## src/rtl/dsi_defs.svh

```systemverilog
`ifndef DSI_DEFS_SVH
`define DSI_DEFS_SVH

// Register indices; byte address is four times the index
`define DSI_IDX_WARN 10'h0CB
`define DSI_IDX_PWR 10'h0CC
`define DSI_IDX_ILK 10'h0CD
`define DSI_IDX_CMD 10'h0CE
`define DSI_IDX_CFG 10'h0CF
// Register byte addresses
`define DSI_ADDR_WARN {`DSI_IDX_WARN, 2'h0}
`define DSI_ADDR_PWR {`DSI_IDX_PWR, 2'h0}
`define DSI_ADDR_ILK {`DSI_IDX_ILK, 2'h0}
`define DSI_ADDR_CMD {`DSI_IDX_CMD, 2'h0}
`define DSI_ADDR_CFG {`DSI_IDX_CFG, 2'h0}
// Command register bits
`define DSI_CMD_MODE0 0
`define DSI_CMD_MODE2 2
`define DSI_CMD_BUS_EN 4
`define DSI_CMD_FAULT_RST 8
`define DSI_CMD_WARN_RST 9
`define DSI_CMD_PM_LO 10
`define DSI_CMD_PM_HI 12
// Warning bits
`define DSI_WRN_RAIL 13
`define DSI_CYCLE_CLOCK_SYNC_WARNING 14
`define DSI_WRN_FIBRE 15
// Power status bits
`define DSI_PWR_SHOOT 6
`define DSI_PWR_GATE 7
`define DSI_PWR_OT 12
`define DSI_PWR_SHARE_LO 13
// Interlock bits
`define DSI_ILK_PARAMS 0
`define DSI_ILK_GAINS 1
`define DSI_ILK_PERMIT 2
`define DSI_ILK_FAULTS 3
`define DSI_ILK_EDGE 4
`define DSI_ILK_MULTI 5
`define DSI_ILK_BUS 6
`define DSI_ILK_CONTACTOR 7
`define DSI_ILK_GATE_MOD 8
`define DSI_ILK_BACKPLANE 9
// Reset values
`define DSI_REG_RESET 16'h0000
`define DSI_CMD_RESET 16'h0000
`endif

```

## src/rtl/dsi_pkg.sv

```systemverilog
package dsi_pkg;
    typedef enum logic {
        DSI_CFG_VECTOR,
        DSI_CFG_PARALLEL
    } dsi_config_t;
endpackage

```

## src/rtl/dsi_status_regs.sv

```systemverilog
`timescale 1ns/1ps
`include "dsi_defs.svh"
module dsi_status_regs #(
    parameter int ILK_W = 10
) (
    // Clock and reset
    input wire logic pclk,
    input wire logic presetn,
    // APB slave
    input wire logic psel,
    input wire logic penable,
    input wire logic pwrite,
    input wire logic [11:0] paddr,
    input wire logic [31:0] pwdata,
    output logic [31:0] prdata,
    output logic pready,
    output logic pslverr,
    // Link and rail events
    input wire logic rail_comm_error,
    input wire logic cycle_clock_mismatch,
    input wire logic fibre_msg_done,
    input wire logic fibre_msg_error,
    // Module A trips, index U,V,W
    input wire logic [2:0] upper_trip,
    input wire logic [2:0] lower_trip,
    input wire logic overcurrent_trip,
    input wire logic shoot_through_trip,
    input wire logic gate_supply_fault,
    input wire logic module_a_overtemp,
    input wire logic [2:0] share_fault,
    input wire logic high_power_module,
    // Interlock conditions
    input wire logic params_bad,
    input wire logic gains_bad,
    input wire logic run_permit_input,
    input wire logic faults_pending,
    input wire logic bus_ready,
    input wire logic sync_aligned,
    input wire logic torque_loop_on,
    input wire logic contactor_failed,
    input wire logic gate_modules_mismatch,
    input wire logic bridge_test_start,
    input wire logic [2:0] modules_present,
    input wire logic backplane_bad,
    // Drive outputs
    output logic drive_fault,
    output logic torque_loop_enable,
    output logic [15:0] drive_command
);

    // ----------------------------------------
    // Bus decode
    // ----------------------------------------
    logic wr_en;
    logic rd_en;
    logic [15:0] warn_reg;
    logic [15:0] pwr_reg;
    logic [15:0] ilk_reg;
    logic [15:0] cmd_reg;
    logic [15:0] cmd_prev_reg;
    dsi_pkg::dsi_config_t cfg_reg;
    logic fibre_err_prev_reg;
    logic turn_on_reg;

    assign wr_en = psel && penable && pwrite;
    assign rd_en = psel && penable && !pwrite;
    assign pready = 1'b1;

    function automatic logic addr_known(input logic [11:0] a);
        addr_known = (a == `DSI_ADDR_WARN) || (a == `DSI_ADDR_PWR) || (a == `DSI_ADDR_ILK)
            || (a == `DSI_ADDR_CMD) || (a == `DSI_ADDR_CFG);
    endfunction

    assign pslverr = psel && penable && !addr_known(paddr);

    // ----------------------------------------
    // Control registers
    // ----------------------------------------
    always_ff @(posedge pclk or negedge presetn) begin
        if (!presetn) begin
            cmd_reg <= `DSI_CMD_RESET;
            cfg_reg <= dsi_pkg::DSI_CFG_VECTOR;
        end else if (wr_en && paddr == `DSI_ADDR_CMD) begin
            cmd_reg <= pwdata[15:0];
        end else if (wr_en && paddr == `DSI_ADDR_CFG) begin
            cfg_reg <= pwdata[0] ? dsi_pkg::DSI_CFG_PARALLEL : dsi_pkg::DSI_CFG_VECTOR;
        end
    end

    assign drive_command = cmd_reg;

    // ----------------------------------------
    // Warning word
    // ----------------------------------------
    logic [15:0] warn_set;
    always_comb begin
        warn_set = 16'h0000;
        warn_set[`DSI_WRN_RAIL] = rail_comm_error;
        warn_set[`DSI_CYCLE_CLOCK_SYNC_WARNING] = cycle_clock_mismatch;
        warn_set[`DSI_WRN_FIBRE] = fibre_msg_done && fibre_msg_error;
    end

    // Set wins over warning reset
    always_ff @(posedge pclk or negedge presetn) begin
        if (!presetn) begin
            warn_reg <= `DSI_REG_RESET;
        end else if (cmd_reg[`DSI_CMD_WARN_RST]) begin
            warn_reg <= warn_set;
        end else begin
            warn_reg <= warn_reg | warn_set;
        end
    end

    // Consecutive message errors
    always_ff @(posedge pclk or negedge presetn) begin
        if (!presetn) begin
            fibre_err_prev_reg <= 1'b0;
            drive_fault <= 1'b0;
        end else begin
            if (fibre_msg_done) begin
                fibre_err_prev_reg <= fibre_msg_error;
            end
            if (fibre_msg_done && fibre_msg_error && fibre_err_prev_reg) begin
                drive_fault <= 1'b1;
            end else if (cmd_reg[`DSI_CMD_FAULT_RST]) begin
                drive_fault <= 1'b0;
            end
        end
    end

    // ----------------------------------------
    // Power module A status
    // ----------------------------------------
    logic [15:0] pwr_next;
    logic any_trip;
    always_comb begin
        any_trip = overcurrent_trip || shoot_through_trip;
        pwr_next = 16'h0000;
        pwr_next[2:0] = any_trip ? upper_trip : 3'h0;
        pwr_next[5:3] = any_trip ? lower_trip : 3'h0;
        pwr_next[`DSI_PWR_SHOOT] = shoot_through_trip;
        if (high_power_module) begin
            pwr_next[`DSI_PWR_GATE] = gate_supply_fault;
            pwr_next[`DSI_PWR_OT] = module_a_overtemp;
            pwr_next[15:13] = share_fault;
        end
    end

    always_ff @(posedge pclk or negedge presetn) begin
        if (!presetn) begin
            pwr_reg <= `DSI_REG_RESET;
        end else begin
            pwr_reg <= pwr_next;
        end
    end

    // ----------------------------------------
    // Interlock checks
    // ----------------------------------------
    logic checks_on;
    logic cmd_rise;
    logic [2:0] mode_bits;
    logic pm_select_bad;
    logic [15:0] cond;
    logic [15:0] ilk_next;
    logic found;
    logic [15:0] onset_now;
    logic [15:0] onset_hold_reg;
    logic [15:0] onset_fail;

    assign mode_bits = cmd_reg[`DSI_CMD_MODE2:`DSI_CMD_MODE0];
    assign checks_on = |mode_bits || cmd_reg[`DSI_CMD_BUS_EN];
    assign cmd_rise = |(cmd_reg & ~cmd_prev_reg);
    assign pm_select_bad = ~|(cmd_reg[`DSI_CMD_PM_HI:`DSI_CMD_PM_LO] & modules_present);

    always_ff @(posedge pclk or negedge presetn) begin
        if (!presetn) begin
            cmd_prev_reg <= `DSI_CMD_RESET;
            turn_on_reg <= 1'b0;
        end else begin
            // Fault reset forces commands to be re-armed
            cmd_prev_reg <= cmd_reg[`DSI_CMD_FAULT_RST] ? 16'hFFFF : cmd_reg;
            turn_on_reg <= checks_on;
        end
    end

    // Checks made only in the first cycle of a turn-on
    always_comb begin
        onset_now = 16'h0000;
        onset_now[`DSI_ILK_EDGE] = !cmd_rise;
        onset_now[`DSI_ILK_BUS] = !(cmd_reg[`DSI_CMD_BUS_EN] && bus_ready);
        onset_now[`DSI_ILK_GATE_MOD] = gate_modules_mismatch;
    end

    // Turn-on results held while commands stay on
    always_ff @(posedge pclk or negedge presetn) begin
        if (!presetn) begin
            onset_hold_reg <= `DSI_REG_RESET;
        end else if (!checks_on) begin
            onset_hold_reg <= `DSI_REG_RESET;
        end else if (!turn_on_reg) begin
            onset_hold_reg <= onset_now;
        end
    end

    assign onset_fail = turn_on_reg ? onset_hold_reg : onset_now;

    always_comb begin
        cond = 16'h0000;
        cond[`DSI_ILK_PARAMS] = params_bad;
        cond[`DSI_ILK_GAINS] = gains_bad;
        cond[`DSI_ILK_PERMIT] = !run_permit_input;
        cond[`DSI_ILK_FAULTS] = faults_pending;
        cond[`DSI_ILK_EDGE] = onset_fail[`DSI_ILK_EDGE];
        cond[`DSI_ILK_MULTI] = (mode_bits & (mode_bits - 3'h1)) != 3'h0;
        if (cfg_reg == dsi_pkg::DSI_CFG_VECTOR) begin
            cond[`DSI_ILK_BUS] = onset_fail[`DSI_ILK_BUS];
        end else begin
            cond[`DSI_ILK_BUS] = torque_loop_on && !sync_aligned;
        end
        cond[`DSI_ILK_CONTACTOR] = contactor_failed;
        cond[`DSI_ILK_GATE_MOD] = onset_fail[`DSI_ILK_GATE_MOD]
            || (bridge_test_start && pm_select_bad);
        cond[`DSI_ILK_BACKPLANE] = backplane_bad;
        // Lowest numbered problem only
        ilk_next = 16'h0000;
        found = 1'b0;
        for (int i = 0; i < ILK_W; i++) begin
            if (cond[i] && !found) begin
                ilk_next[i] = 1'b1;
                found = 1'b1;
            end
        end
    end

    // Result clears while checks are off
    always_ff @(posedge pclk or negedge presetn) begin
        if (!presetn) begin
            ilk_reg <= `DSI_REG_RESET;
        end else if (checks_on) begin
            ilk_reg <= ilk_next;
        end else begin
            ilk_reg <= `DSI_REG_RESET;
        end
    end

    assign torque_loop_enable = checks_on && turn_on_reg && (ilk_reg == 16'h0000);

    // ----------------------------------------
    // Read data
    // ----------------------------------------
    always_ff @(posedge pclk or negedge presetn) begin
        if (!presetn) begin
            prdata <= 32'h00000000;
        end else if (psel && !penable && !pwrite) begin
            unique case (paddr)
                `DSI_ADDR_WARN: prdata <= {16'h0000, warn_reg};
                `DSI_ADDR_PWR: prdata <= {16'h0000, pwr_reg};
                `DSI_ADDR_ILK: prdata <= {16'h0000, ilk_reg};
                `DSI_ADDR_CMD: prdata <= {16'h0000, cmd_reg};
                `DSI_ADDR_CFG: prdata <= {31'h00000000, cfg_reg == dsi_pkg::DSI_CFG_PARALLEL};
                default: prdata <= 32'h00000000;
            endcase
        end
    end

endmodule

```

## config.mk

```make
export PLATFORM = sky130hd
export DESIGN_NAME = dsi_status_regs
export DESIGN_NICKNAME = d
export VERILOG_FILES = /design/src/rtl/dsi_pkg.sv /design/src/rtl/dsi_status_regs.sv
export VERILOG_INCLUDE_DIRS = /design/src /design/src/rtl
export SDC_FILE = /design/constraint.sdc
export NUM_CORES = 1
export LEC_CHECK = 0
export ABC_AREA = 1
export BUFFER_PORTS_ARGS = -buffer_cell sky130_fd_sc_hd__buf_2
export CAP_MARGIN = 10
export CORE_ASPECT_RATIO = 0.7
export CORE_UTILIZATION = 49
export CTS_CLUSTER_SIZE = 30
export DETAILED_ROUTE_END_ITERATION = 12
export PLACE_DENSITY = 0.79
export SETUP_SLACK_MARGIN = 0.15
export SLEW_MARGIN = 20
export SYNTH_ARGS = -nofsm -noshare
export SYNTH_HDL_FRONTEND = slang
export SYNTH_SLANG_ARGS = --single-unit
```

## constraint.sdc

```tcl
create_clock -name pclk -period 1.62 [get_ports pclk]
set_input_delay 0.324 -clock pclk [delete_from_list [all_inputs] [get_ports pclk]]
set_output_delay 0.324 -clock pclk [all_outputs]
set_load 0.005 [all_outputs]
```

# Word level (Yosys, flattened, before mapping)
# Index checks and enable logic that the tools add are counted.
[word_totals] ramBits=0 latch_bits=0 inputBits=81 elab_cells=109 out_inout_bits=52 n_memories=0 ff_bits=115 rom_bits=0
[op_classes] n_mux=32 eq_ne=5 div=0 n_bitwise=6 order_cmp=0 add_sub_neg=1 multipliers=0 reduce_logical=54 shift=0
[ops] op="$pmux W16 S5" count=1
[ops] op="$eq A12 B10 Y1 const B" count=5
[ops] op="$mux W16" count=2
[ops] op="$logic_and A1 B1 Y1" count=23
[ops] op="$mux W1" count=23
[ops] op="$mux W9" count=2
[ops] op="$logic_not A1 Y1" count=17
[ops] op="$and A16 B16 Y16" count=1
[ops] op="$logic_not A16 Y1" count=1
[ops] op="$not A16 Y16" count=1
[ops] op="$or A16 B16 Y16" count=1
[ops] op="$reduce_or A16 Y1" count=1
[ops] op="$mux W10" count=1
[ops] op="$logic_or A1 B1 Y1" count=7
[ops] op="$and A3 B3 Y3" count=2
[ops] op="$mux W3" count=2
[ops] op="$reduce_or A3 Y1" count=2
[ops] op="$mux W4" count=1
[ops] op="$reduce_bool A3 Y1" count=1
[ops] op="$sub A3 B1 Y3 const B" count=1
[ops] op="$reduce_and A2 Y1" count=1
[ops] op="$reduce_bool A2 Y1" count=1
[ops] op="$not A1 Y1" count=1

# Longest topological paths before layout
[logic_depth] ltp_word=29 depth_mapped=11 ltp_nobuf=11

# Worst setup path before layout
# Ideal clock, no wire load.
[synth_path] path_kind="input-to-reg" startpoint="in paddr[11]" endpoint="reg cmd_reg[3] (netlist: drive_command[3])" setup_slack_ps=163 path_buffers=1 t_arrival_ps=1332 cell_stages=8 setup_time_ps=125 required_time_ps=1495 path_cell_list="nor2_1 > nand3_2 > nor2_2 > inv_2 > nor2_4 > nand2_4 > buf_6 > mux2_4"
[synth_via] elab_chain_len=2
[synth_lines] item="start: declaration" line_no="dsi_status_regs.sv:13" source="input wire logic [11:0] paddr,"
[synth_lines] item="$eq A12 B10 Y1"
[synth_lines] item="$logic_and A1 B1 Y1 (no source line)"
[synth_lines] item="end signal: assignment" line_no="dsi_status_regs.sv:81" source="cmd_reg <= `DSI_CMD_RESET;"
[synth_lines] item="end signal: assignment" line_no="dsi_status_regs.sv:84" source="cmd_reg <= pwdata[15:0];"
[synth_lines] item="end: declaration" line_no="dsi_status_regs.sv:59" source="logic [15:0] cmd_reg;"
# No other way between the ends.
# A chain may end at the register's enable or synchronous reset.

# Final worst setup path
[layout_path] startpoint="reg cmd_reg[0] (netlist: drive_command[0])" endpoint="out torque_loop_enable"
[layout_via] elab_chain_len=4
[layout_lines] item="$reduce_or A3 Y1" line_no="dsi_status_regs.sv:172" source="assign checks_on = |mode_bits || cmd_reg[`DSI_CMD_BUS_EN];"
[layout_lines] item="$logic_or A1 B1 Y1" line_no="dsi_status_regs.sv:172"
[layout_lines] item="$logic_and A1 B1 Y1 (2 in series)" line_no="dsi_status_regs.sv:247" source="assign torque_loop_enable = checks_on && turn_on_reg && (ilk_reg == 16'h0000);"
[layout_lines] item="end: declaration" line_no="dsi_status_regs.sv:47" source="output logic torque_loop_enable,"
# No other way between the ends.

==> metrics <==
CTS Sinks 80; final instance area ~4900 sq um; Worst Tran Pin Value around 0.63 ns; FP Rows 25; max frequency approximately 0.55 GHz; WL/cell about 15 um; H-tree levels 3; XOR/XNOR Fraction of Synth Area 0%; CP bufs+invs 2; # setup viols final 9; initial antenna violation count 0; Clock transition at path regs roughly 0.08 ns; average cell area after synthesis between 8 and 9 sq um; Synth Area in Adders 0%; sequential area share after synthesis a little under three fifths; Worst-Skew Late Latency ~0.37 ns; ys async rst share 100%; layout cells sized above 1 37.6%; vias in the first global route 3234; Crit. End Element output pin; TritonCTS clock tree done; # IOs 133; Mapped Area roughly 3600 sq um; Layout area overhead 35.9%; CTS root buffer clkbuf_8; cell family with most CP delay simple AND/OR/NAND/NOR gates; startpoint types flop; most used flip-flop cell after synthesis dfrtp_1; Tcrit/Tclk final 112%; Core ar. roughly 6900 sq um; Initial Utilization a little over half; commonest non-fill, non-tap cell in the layout nand2_1; vias per cell about 5.0; HPWL after DPL ~6900 um; nets between 600 and 700; Tot Pwr 3.85 mW; First-pass DRT Iterations 4; unrepaired setup endpoints after global routing true; pin count of the biggest net entering global routing 39; failing checks negative setup slack; Mapped Cells 415; Port Buffer Count between 90 and 100; Compound-Gate Fraction of Synth Area roughly 6.5%; drt initial violations between 200 and 250; Post-synth EDFFs 0; ANT cells 0; Slew Limit Fails 0; Netlist cell types 35; critical path's slowest cell dfrtp_1; critical path data required time ~1.3 ns; Lkg Pwr roughly 2.7 nW; Critical Path AT approximately 1.5 ns; total number of vias between 3000 and 4000; commonest cells after routing, fill and taps aside 122 x nand2_1, 88 x buf_2, 79 x dfrtp_1, 48 x inv_1, 43 x buf_4; power per cell area between 700 and 800 nW/um^2; Post-DP Area between 4000 and 5000 sq um; Largest stage delay, worst path 0.42 ns; GPL Wtd Cong between 0.9 and 1; status complete, but fails checks; global-route wire length before repair 15400 um; Layout Skew about 0.0095 ns; die height 73.8 um; Detailed Route WL around 10000 um; die width between 100 and 150 um; Clock Path Buffers 2; crit-path max FO 2; gr usage total roughly a quarter; DR DRC count 0; Synthesis Warnings 0; hold violation count in the final report 0; worst hold path class in -> reg; max-capacitance violation count 0; peak supply drop about 0.00056 V; largest family of logic cells by synthesized area simple AND/OR/NAND/NOR gates; die area 7710 sq um; gr ovfl total 0; mux share of post-synthesis cell area under 10%; fin worst setup slack -0.195 ns; Max-slew headroom between 50 and 60%; worst path cell trace nor2_2, inv_2, nor3_4, nor4_2, and3_1, buf_2; synthesis-stage register bit count 80; critical path type reg -> out; CTS Buf Count 9; simple-gate share of the synthesized area 24.9%; antenna violation net count after detailed routing 0; post-route minimum period 1.81 ns
## synth_stat cells, types with 4 or more instances
master      n  area [sq um]
o21ai_0    18          90.1
dfrtp_1    80          2000
inv_1      52           195
nor2_1     39           146
a21oi_1    12          60.1
nor3_1      5          25.0
nand3_1    10          50.1
or2_2      10          62.6
buf_4      19           143
clkbuf_1    4          15.0
mux2_2      5          56.3
nor4_1      6          37.5
nand2_1   124           465
## final timing paths
check	start	end	slack (ns)	cells after the start
worst max-delay path	drive_command[0]	torque_loop_enable	-0.19	6
worst min-delay path	shoot_through_trip	pwr_reg[6]	0.07	1
worst max register to register	drive_command[0]	ilk_reg[8]	-0.12	13
worst min register to register	prdata[14]	prdata[14]	0.49	2
max in group asynchronous	presetn	cmd_prev_reg[12]	0.65	3
min in group asynchronous	presetn	drive_command[13]	0.39	2
## through the flow
stage          setup TNS [ns]  utilization (%)  hold slack (ns)  worst slack [ns]  instances
3_5_place_dp          -0.0344             62.8            0.244           -0.0296        628
6_report               -0.922             70.8           0.0740            -0.195        661
4_1_cts                -0.205             68.4           0.0675            -0.205        653
5_1_grt                 -1.70             70.8           0.0563            -0.298        661
2_1_floorplan               0                -           0.0284             0.163        430
3_3_place_gp         -0.00866             62.8            0.238          -0.00866        628
## where the power goes
part	internal (mW)	switching (mW)
clock	0.758	0.772
sequential	2.02	0.0113
combinational	0.124	0.157
total	2.91	0.941
## worst register-to-register path, cell delays in order (launching register included)
cell and delay (ns):
dfrtp_1 0.42, buf_4 0.14, buf_4 0.13, buf_4 0.14, nand2_1 0.07, nand2_1 0.06
nor2_1 0.10, nand2_1 0.09, nor2_4 0.14, nand2_2 0.08, nand3_4 0.08, nor2_4 0.05
nand3_2 0.09, nor2_1 0.05
## final cells by class
class / instances / area, sq um
fillers: 527 / 2020
flip-flops and latches: 80 / 2000
multi-input cells: 271 / 1420
repair buffers: 147 / 951
inverters: 53 / 201
clock buffers: 10 / 138
well taps: 94 / 118
clock inverters: 6 / 67.6
## kinds of logic after synthesis
kind of cell / count (synthesis)
DFF: 80
buffers and inverters: 79
other: 2
and+or+nand+nor: 206
AOI/OAI and AO/OA: 41
muxes: 7
## routing by layer
layer / GRT usage (%) / vias up / part of all wire (%) / wire length, um
met5: 0 / - / 0 / 0
met4: 9.52 / 0 / 2.5 / 247
met3: 6.83 / 24 / 8.1 / 815
met2: 45.5 / 149 / 49 / 4890
met1: 33.5 / 1623 / 41 / 4100
li1: - / 1542 / - / -
## timing repair
item | 4_1_cts | 5_1_grt
hold endpoints to repair | 22 | 0
pin swaps | 15 | 14
setup buffers | 8 | 8
setup endpoints to repair | 6 | 9
gates resized for setup | 27 | 29
hold buffers | 1 | 0
No activity file was read; power rests on OpenSTA's default activity.
